--- config.mk ---
export PLATFORM = sky130hd
export DESIGN_NAME = rx_trunk_status_word_reporter
export DESIGN_NICKNAME = d
export VERILOG_FILES = /design/src/rtl/rx_trunk_status_word_reporter.v
export VERILOG_INCLUDE_DIRS = /design/src /design/src/pkg
export SDC_FILE = /design/constraint.sdc
export NUM_CORES = 1
export LEC_CHECK = 0
export BUFFER_PORTS_ARGS = -buffer_cell sky130_fd_sc_hd__buf_2
export CORE_ASPECT_RATIO = 0.6
export CORE_MARGIN = 5
export CORE_UTILIZATION = 59
export DETAILED_ROUTE_END_ITERATION = 8
export GPL_ROUTABILITY_DRIVEN = 0
export PLACE_DENSITY_LB_ADDON = 0.08
export SYNTH_ARGS = -nofsm -noshare
export SYNTH_HDL_FRONTEND = slang
export SYNTH_SLANG_ARGS = --single-unit
--- constraint.sdc ---
create_clock -name CLK_SYS -period 3.4 [get_ports CLK_SYS]
set_clock_uncertainty 0.15 [all_clocks]
set_input_delay 0.51 -clock CLK_SYS [delete_from_list [all_inputs] [get_ports CLK_SYS]]
set_output_delay 0.51 -clock CLK_SYS [all_outputs]
set_load 0.1 [all_outputs]
--- src/pkg/rx_trunk_status_regs.vh ---
// Constants for the receive trunk status word reporter
`ifndef RX_TRUNK_STATUS_REGS_VH
`define RX_TRUNK_STATUS_REGS_VH

// ****************************************
// Control stream channel numbers
// ****************************************
`define CH_ALIGN_WORD 5'h10
`define CH_NONALIGN_WORD 5'h11
`define CH_SYNC_ALARM_WORD 5'h12
`define CH_PHASE_WORD 5'h13
`define CH_CRC_COUNT_WORD 5'h14
`define CH_CRC_MF_WORD 5'h15

// ****************************************
// Field positions and thresholds
// ****************************************
`define BIT_FRAME_SYNC_LOST 7
`define BIT_MF_SYNC_LOST 6
`define BIT_FAS_ERROR_TOGGLE 5
`define BIT_SLIP_TOGGLE 4
`define BIT_RX_ALL_ONES 3
`define BIT_RX_SIG_ALL_ONES 2
`define BIT_EXT_STATUS 1
`define FAS_ERROR_THRESHOLD 5'h10
`define PHASE_WRAP_HI 8'hf8
`define PHASE_WRAP_LO 8'h08
`define PHASE_HALF 8'h80
`define RESET_WORD 8'h00

// ****************************************
// Timing
// ****************************************
`define CLK_FREQ_KHZ 24'd10000
`define ONE_SEC_MS 24'd1000
`define WINDOW_MARK_MS 24'd8
`define FAS_HOLDOFF_MS 24'd128
`define CRC_TIMEOUT_MS 24'd8

`endif

--- src/rtl/rx_trunk_status_word_reporter.v ---
// Receive trunk status words serialised onto the control output stream
`timescale 1ns/1ns
`default_nettype none
`include "rx_trunk_status_regs.vh"


module rx_trunk_status_word_reporter #(
  parameter [23:0] ONE_SEC_CYCLES = `ONE_SEC_MS * `CLK_FREQ_KHZ,
  parameter [23:0] MARK_CYCLES = `WINDOW_MARK_MS * `CLK_FREQ_KHZ,
  parameter [23:0] HOLDOFF_CYCLES = `FAS_HOLDOFF_MS * `CLK_FREQ_KHZ,
  parameter [23:0] TIMEOUT_CYCLES = `CRC_TIMEOUT_MS * `CLK_FREQ_KHZ
) (
  input wire CLK_SYS,
  input wire NRST,
  input wire BP_CLK,
  input wire BP_FRAME_N,
  input wire EXT_STATUS,
  input wire [7:0] TS0_BYTE,
  input wire TS0_VALID,
  input wire TS0_ALIGN_FRAME,
  input wire FRAME_SYNC_LOST,
  input wire MULTIFRAME_SYNC_LOST,
  input wire FAS_ERROR,
  input wire SLIP_EVENT,
  input wire RX_ALL_ONES_ALARM,
  input wire RX_SIGNALLING_SLOT_ALL_ONES,
  input wire EIGHT_KHZ_OUTPUT,
  input wire CRC_ERROR,
  input wire MAINT_EN,
  input wire RX_MULTIFRAME_PULSE,
  input wire INTL_BIT_FRAME15,
  input wire INTL_BIT_FRAME13,
  input wire CRC_MF_LOCK,
  output wire CONTROL_SERIAL_OUT,
  output wire CONTROL_SERIAL_OE,
  output wire [7:0] ALIGN_WORD,
  output wire [7:0] NONALIGN_WORD,
  output wire [7:0] SYNC_ALARM_WORD,
  output wire [7:0] PHASE_WORD,
  output wire [7:0] CRC_COUNT_WORD,
  output wire [7:0] CRC_MF_WORD
);

  // ****************************************
  // Pin synchronisers
  // ****************************************
  reg bp_clk_meta_reg;
  reg bp_clk_sync_reg;
  reg bp_clk_prev_reg;
  reg fp_meta_reg;
  reg fp_sync_reg;
  reg xs_meta_reg;
  reg xs_sync_reg;
  wire bp_fall;
  wire frame_start;

  // Two flops per pin, a third on BP_CLK for its edge; the first (meta) stage is never looked at
  always @(posedge CLK_SYS or negedge NRST)
  begin
    if (!NRST)
    begin
      bp_clk_meta_reg <= 1'b0;
      bp_clk_sync_reg <= 1'b0;
      bp_clk_prev_reg <= 1'b0;
      fp_meta_reg <= 1'b1;
      fp_sync_reg <= 1'b1;
      xs_meta_reg <= 1'b0;
      xs_sync_reg <= 1'b0;
    end
    else
    begin
      bp_clk_meta_reg <= BP_CLK;
      bp_clk_sync_reg <= bp_clk_meta_reg;
      bp_clk_prev_reg <= bp_clk_sync_reg;
      fp_meta_reg <= BP_FRAME_N;
      fp_sync_reg <= fp_meta_reg;
      xs_meta_reg <= EXT_STATUS;
      xs_sync_reg <= xs_meta_reg;
    end
  end

  assign bp_fall = bp_clk_prev_reg & ~bp_clk_sync_reg;
  assign frame_start = bp_fall & ~fp_sync_reg;

  // ****************************************
  // Backplane bit position
  // ****************************************
  reg [7:0] bit_pos_reg;
  wire [7:0] bit_pos_next;

  // Frame pulse seen low at a falling edge restarts at channel 0 bit 0
  assign bit_pos_next = frame_start ? 8'h00 : bit_pos_reg + 8'h01;

  always @(posedge CLK_SYS or negedge NRST)
  begin
    if (!NRST)
      bit_pos_reg <= 8'h00;
    else if (bp_fall)
      bit_pos_reg <= bit_pos_next;
  end

  // ****************************************
  // Timeslot 0 capture
  // ****************************************
  reg [7:0] align_word_reg;
  reg [7:0] nonalign_word_reg;

  // Frame type decides which word the byte lands in
  always @(posedge CLK_SYS or negedge NRST)
  begin
    if (!NRST)
    begin
      align_word_reg <= `RESET_WORD;
      nonalign_word_reg <= `RESET_WORD;
    end
    else if (TS0_VALID)
    begin
      if (TS0_ALIGN_FRAME)
        align_word_reg <= TS0_BYTE;
      else
        nonalign_word_reg <= TS0_BYTE;
    end
  end

  // ****************************************
  // Sync and alarm status
  // ****************************************
  reg frame_sync_lost_reg;
  reg frame_sync_lost_prev_reg;
  reg multiframe_sync_lost_reg;
  reg rx_all_ones_alarm_reg;
  reg rx_signalling_slot_all_ones_reg;
  reg external_status_sample_reg;
  reg slip_toggle_reg;
  reg fas_toggle_reg;
  reg [4:0] fas_count_reg;
  reg [23:0] holdoff_reg;
  wire fas_fire;

  // Levels follow their sources; toggles flip once per event
  always @(posedge CLK_SYS or negedge NRST)
  begin
    if (!NRST)
    begin
      frame_sync_lost_reg <= 1'b1;
      frame_sync_lost_prev_reg <= 1'b1;
      multiframe_sync_lost_reg <= 1'b1;
      rx_all_ones_alarm_reg <= 1'b0;
      rx_signalling_slot_all_ones_reg <= 1'b0;
      external_status_sample_reg <= 1'b0;
      slip_toggle_reg <= 1'b0;
    end
    else
    begin
      frame_sync_lost_reg <= FRAME_SYNC_LOST;
      frame_sync_lost_prev_reg <= frame_sync_lost_reg;
      multiframe_sync_lost_reg <= MULTIFRAME_SYNC_LOST;
      rx_all_ones_alarm_reg <= RX_ALL_ONES_ALARM;
      rx_signalling_slot_all_ones_reg <= RX_SIGNALLING_SLOT_ALL_ONES;
      if (frame_start)
        external_status_sample_reg <= xs_sync_reg;
      if (SLIP_EVENT)
        slip_toggle_reg <= ~slip_toggle_reg;
    end
  end

  // Hold-off keeps the error toggle to one flip per 128 ms
  assign fas_fire = (fas_count_reg >= `FAS_ERROR_THRESHOLD) && (holdoff_reg == 24'h000000);

  always @(posedge CLK_SYS or negedge NRST)
  begin
    if (!NRST)
    begin
      fas_toggle_reg <= 1'b0;
      fas_count_reg <= 5'h00;
      holdoff_reg <= 24'h000000;
    end
    else
    begin
      if (fas_fire)
      begin
        fas_toggle_reg <= ~fas_toggle_reg;
        fas_count_reg <= {4'h0, FAS_ERROR}; // An error in the same cycle is kept
        holdoff_reg <= HOLDOFF_CYCLES - 24'h000001;
      end
      else
      begin
        if (FAS_ERROR && fas_count_reg < `FAS_ERROR_THRESHOLD)
          fas_count_reg <= fas_count_reg + 5'h01;
        if (holdoff_reg != 24'h000000)
          holdoff_reg <= holdoff_reg - 24'h000001;
      end
    end
  end

  // ****************************************
  // Transmit phase measurement
  // ****************************************
  reg eight_khz_prev_reg;
  reg [7:0] phase_reg;
  reg phase_ninth_bit_reg;
  wire eight_khz_rise;
  wire wrap_up;
  wire wrap_down;

  assign eight_khz_rise = EIGHT_KHZ_OUTPUT & ~eight_khz_prev_reg;
  // A jump across the frame end counts as a wrap, not as a big step
  assign wrap_up = (phase_reg >= `PHASE_WRAP_HI) && (bit_pos_reg < `PHASE_WRAP_LO);
  assign wrap_down = (phase_reg < `PHASE_WRAP_LO) && (bit_pos_reg >= `PHASE_WRAP_HI);

  always @(posedge CLK_SYS or negedge NRST)
  begin
    if (!NRST)
    begin
      eight_khz_prev_reg <= 1'b0;
      phase_reg <= `RESET_WORD;
      phase_ninth_bit_reg <= 1'b0;
    end
    else
    begin
      eight_khz_prev_reg <= EIGHT_KHZ_OUTPUT;
      if (eight_khz_rise)
      begin
        phase_reg <= bit_pos_reg;
        if (wrap_up || wrap_down)
          phase_ninth_bit_reg <= ~phase_ninth_bit_reg;
      end
    end
  end

  // ****************************************
  // One-second window and CRC counting
  // ****************************************
  reg [23:0] sec_cnt_reg;
  reg [23:0] sec_cnt_next;
  reg one_second_window_marker_reg;
  reg [7:0] crc_count_reg;
  wire window_start;

  always @*
  begin
    if (sec_cnt_reg >= ONE_SEC_CYCLES - 24'h000001)
      sec_cnt_next = 24'h000000;
    else
      sec_cnt_next = sec_cnt_reg + 24'h000001;
  end

  // Marker falls on the cycle after its last high count
  assign window_start = (sec_cnt_reg == MARK_CYCLES - 24'h000001);

  always @(posedge CLK_SYS or negedge NRST)
  begin
    if (!NRST)
    begin
      sec_cnt_reg <= 24'h000000;
      one_second_window_marker_reg <= 1'b1;
      crc_count_reg <= `RESET_WORD;
    end
    else
    begin
      sec_cnt_reg <= sec_cnt_next;
      one_second_window_marker_reg <= (sec_cnt_next < MARK_CYCLES);
      if (window_start && MAINT_EN)
        crc_count_reg <= {7'h00, CRC_ERROR};
      else if (CRC_ERROR)
        crc_count_reg <= crc_count_reg + 8'h01;
    end
  end

  // ****************************************
  // Checksum multiframe status
  // ****************************************
  reg crc_lock_reg;
  reg timeout_armed_reg;
  reg [23:0] timeout_cnt_reg;
  reg checksum_align_timeout_reg;
  reg intl_bit_frame15_reg;
  reg intl_bit_frame13_reg;
  wire frame_sync_found;

  assign frame_sync_found = frame_sync_lost_prev_reg & ~frame_sync_lost_reg;

  // Timeout runs only under maintenance; lock or dropping it clears the flag
  always @(posedge CLK_SYS or negedge NRST)
  begin
    if (!NRST)
    begin
      crc_lock_reg <= 1'b0;
      timeout_armed_reg <= 1'b0;
      timeout_cnt_reg <= 24'h000000;
      checksum_align_timeout_reg <= 1'b0;
    end
    else
    begin
      crc_lock_reg <= CRC_MF_LOCK;
      if (!MAINT_EN || CRC_MF_LOCK)
      begin
        timeout_armed_reg <= 1'b0;
        checksum_align_timeout_reg <= 1'b0;
      end
      else if (frame_sync_found)
      begin
        timeout_armed_reg <= 1'b1;
        timeout_cnt_reg <= TIMEOUT_CYCLES - 24'h000001;
      end
      else if (timeout_armed_reg)
      begin
        if (timeout_cnt_reg == 24'h000000)
        begin
          timeout_armed_reg <= 1'b0;
          checksum_align_timeout_reg <= 1'b1;
        end
        else
          timeout_cnt_reg <= timeout_cnt_reg - 24'h000001;
      end
    end
  end

  always @(posedge CLK_SYS or negedge NRST)
  begin
    if (!NRST)
    begin
      intl_bit_frame15_reg <= 1'b0;
      intl_bit_frame13_reg <= 1'b0;
    end
    else if (RX_MULTIFRAME_PULSE)
    begin
      intl_bit_frame15_reg <= INTL_BIT_FRAME15;
      intl_bit_frame13_reg <= INTL_BIT_FRAME13;
    end
  end

  // ****************************************
  // Word assembly
  // ****************************************
  assign ALIGN_WORD = align_word_reg;
  assign NONALIGN_WORD = nonalign_word_reg;
  assign SYNC_ALARM_WORD = {frame_sync_lost_reg, multiframe_sync_lost_reg,
                            fas_toggle_reg, slip_toggle_reg, rx_all_ones_alarm_reg,
                            rx_signalling_slot_all_ones_reg,
                            external_status_sample_reg, 1'b0};
  assign PHASE_WORD = phase_reg;
  assign CRC_COUNT_WORD = crc_count_reg;
  assign CRC_MF_WORD = {intl_bit_frame15_reg, intl_bit_frame13_reg, 2'b00,
                        one_second_window_marker_reg, checksum_align_timeout_reg,
                        ~crc_lock_reg, phase_ninth_bit_reg};

  // ****************************************
  // Control stream serialiser
  // ****************************************
  reg [7:0] word_sel;
  reg [7:0] shift_reg;
  reg oe_reg;
  wire [4:0] chan_next;
  wire in_status_chan;

  assign chan_next = bit_pos_next[7:3];
  assign in_status_chan = (chan_next >= `CH_ALIGN_WORD) && (chan_next <= `CH_CRC_MF_WORD);

  // Channel picks its word; outside the status channels the line idles low
  always @*
  begin
    case (chan_next)
      `CH_ALIGN_WORD: word_sel = ALIGN_WORD;
      `CH_NONALIGN_WORD: word_sel = NONALIGN_WORD;
      `CH_SYNC_ALARM_WORD: word_sel = SYNC_ALARM_WORD;
      `CH_PHASE_WORD: word_sel = PHASE_WORD;
      `CH_CRC_COUNT_WORD: word_sel = CRC_COUNT_WORD;
      `CH_CRC_MF_WORD: word_sel = CRC_MF_WORD;
      default: word_sel = `RESET_WORD;
    endcase
  end

  // Snapshot at channel start so a word never changes mid-byte
  always @(posedge CLK_SYS or negedge NRST)
  begin
    if (!NRST)
    begin
      shift_reg <= `RESET_WORD;
      oe_reg <= 1'b0;
    end
    else if (bp_fall)
    begin
      if (bit_pos_next[2:0] == 3'h0)
      begin
        shift_reg <= word_sel;
        oe_reg <= in_status_chan;
      end
      else
        shift_reg <= {shift_reg[6:0], 1'b0};
    end
  end

  assign CONTROL_SERIAL_OUT = shift_reg[7];
  assign CONTROL_SERIAL_OE = oe_reg;

endmodule
`default_nettype wire

==> reports/results.ini <==
[pwr]
power.share.combinational=0.222
power_density_nw_per_um2=600
leakage_nw=3.80
net-switching-power_mw=1.90
swShare=0.364
clkPwrFrac=0.372
peakVddDrop_mv=0.282
p_int_mw=3.31
p_seq_frac=0.406

[setup_path]
rr_startpoint=timeout_cnt_reg[16]
reg2reg_setup_slack_ps=500
critPathRequiredTime_ps=3520
r2r-end=timeout_cnt_reg[19]
critPathKind=flop to flop
worst_setup_path_start_kind=flop
endpoint_kind=flop
setup.worst_path.end=timeout_cnt_reg[19]
ff2ff_path_depth=7
cp.arrival_ps=3030
setup.worst_path.start=timeout_cnt_reg[16]
critPathMaxFanout=9

[detailed_routing]
initialDrtViolationCount=485
vias=6153
met1_length_um=8570
routedWlPerCell_um=18.2
ant_nets=0
top_layer_used=met5
via_per_inst=6.13
drt-pass1-iter-count=5
met2WireLength_um=8140
routed-wl-met3_um=1340
drc=0
wl_um=18300

[synth]
syn_inst=763
synth_area_per_cell_um2=10.0
ys_ff_latch=149
ys_seq_area_frac=0.489
ys.flop_type=dfrtp_1
syn-cell-area_um2=7640
synth_edf_count=0
ys_warn_count=0
ys_types=71
synthArstFlopShare=1.00

[timing]
tightestPinTransition_ps=947
setup_viol=0
finalCriticalPeriod_ps=2900
max_freq_ghz=0.345
setup_ws_ps=499
hold_viol_final=26
hold_ws_ps=-49.2
rsz0062_at_grt=no
tns_ps=0
slew_headroom=0.369
finalMaxSlewViolations=0
finalCritPeriodShare=0.853

[placed_design]
port_buffers=74
dpl.hpwl_um=13100
placedInstanceArea_um2=8080
preCtsSetupSlack_ps=520

[run]
maxCapViolCount=0

[die]
initial_core_util=0.598
die_w_um=157
dieHeight_um=98.2
num_io_pins=78
core_area_um2=12800
die_area_um2=15400
rows=32

[global_route]
grt_max_degree=81
grt_pass1_wl_um=30200
antenna_found_initial=1
grtUsageTotal=0.245
grt_pass1_vias=5838
gr-total-overflow=0

[clock_tree]
cts-buffers-inserted=17
cts-hold-fix-buffers=0
clk_latency_ps=420
post-cts-setup-buffer-count=0
cts-root-buf=clkbuf_16
cts.path.max_buffers=2
clk_pin_slew_ps=60
cts.sinks=149
cts_resized=0
cts_tree=done
htreeDepth=4

[final_layout]
postLayoutCoreUtil=0.680
fin_area_um2=8690
diodes=0
layout.nets=856
drive_gt1_frac=0.201
synthToLayoutAreaGrowth_pct=13.7

[outcome]
status=complete, but fails checks
violations=hold timing

[worst_hold_path]
hp-class=input port to async pin

## power by group through the flow
stage / Clock, mW / Combinational [mW] / Sequential (mW)
2_1_floorplan: 0 / 0.425 / 2.62
3_3_place_gp: 0 / 1.14 / 2.13
3_5_place_dp: 0 / 1.16 / 2.14
4_1_cts: 1.95 / 1.17 / 2.11
5_1_grt: 2.04 / 1.22 / 2.14
6_report: 1.94 / 1.16 / 2.11
## layout make-up
| class | count | area (um^2) |
|---|---|---|
| repair buffers | 86 | 467 |
| clock inverters | 13 | 173 |
| well taps | 170 | 213 |
| multi-input cells | 554 | 3620 |
| fillers | 1006 | 4090 |
| inverters | 13 | 48.8 |
| flip-flops and latches | 149 | 3740 |
| clock buffers | 19 | 433 |
## layout by cell type (no fill, tap or decap), types with 3 or more instances in the layout
master	instances
dfrtp_1	143
nor2_1	78
buf_2	73
nand2_1	65
xnor2_1	35
nand3_1	31
xor2_1	31
mux2_2	29
o21ai_0	28
a21oi_1	24
nor3_1	24
clkbuf_16	17
nor4_1	16
inv_1	13
nand4_1	13
a22o_1	13
and3_1	12
buf_4	12
nand2b_1	11
mux2i_1	11
nor2b_1	10
or3_1	10
nand4b_1	9
o31ai_1	9
a22oi_1	9
a31oi_1	7
ha_1	7
dfstp_2	6
and4_1	5
a211oi_1	5
o22ai_1	4
clkinvlp_4	4
nor3b_1	3
a21o_1	3
a221oi_1	3
conb_1	3
bufinv_16	3
clkinv_4	3
inv_6	3
## worst min path at each step
stage | startpoint | endpoint | cells after the start
after detailed placement | bp_clk_meta_reg | bp_clk_sync_reg | 0
after CTS | NRST | fas_count_reg[1] | 1
after global placement | xs_meta_reg | xs_sync_reg | 0
final | NRST | fas_count_reg[2] | 1
after global routing | MULTIFRAME_SYNC_LOST | multiframe_sync_lost_reg | 1
after floorplan | NRST | ALIGN_WORD[0] | 0
## worst max-delay path, stage by stage, from the launching register on
cell and delay, ps:
dfrtp_1 390, or3_4 410, or4b_4 540, or4b_4 590, o211ai_2 350, nor4_1 110, xnor2_1 160, nor2_1 50
## cell usage after synthesis, types with 15 or more instances
library cell	number	area, um^2
nor4_1	16	100
dfrtp_1	143	3580
buf_4	15	113
nand3_1	31	155
nor3_1	24	120
mux2_2	29	327
a21oi_1	24	120
xnor2_1	35	307
nor2_1	78	293
clkbuf_1	32	120
nand2_1	65	244
o21ai_0	28	140
xor2_1	31	272
## stage by stage
step	cells	power, mW
after detailed placement	972	3.30
after CTS	1004	5.23
after global placement	972	3.28
final	1004	5.21
after floorplan	765	3.04
after global routing	1004	5.40
## layer usage
| metal | vias up | global-route usage |
|---|---|---|
| li1 | 2837 | - |
| met1 | 3036 | 0.376 |
| met2 | 250 | 0.354 |
| met3 | 28 | 0.0421 |
| met4 | 2 | 0.0753 |
| met5 | - | 0 |
## cells by family (layout without fill, tap and decap cells)
| logic type | after synthesis | in the layout | synth area share |
|---|---|---|---|
| xor+xnor | 66 | 66 | 0.0756 |
| simple gates | 311 | 311 | 0.213 |
| other cells | 1 | 3 | 0.000491 |
| compound gates | 127 | 127 | 0.114 |
| flops | 149 | 149 | 0.489 |
| fa+ha+maj | 7 | 7 | 0.0115 |
| buf+inv | 62 | 131 | 0.0390 |
| mux | 40 | 40 | 0.0571 |
Note: power is estimated with default switching activity, not from simulation.
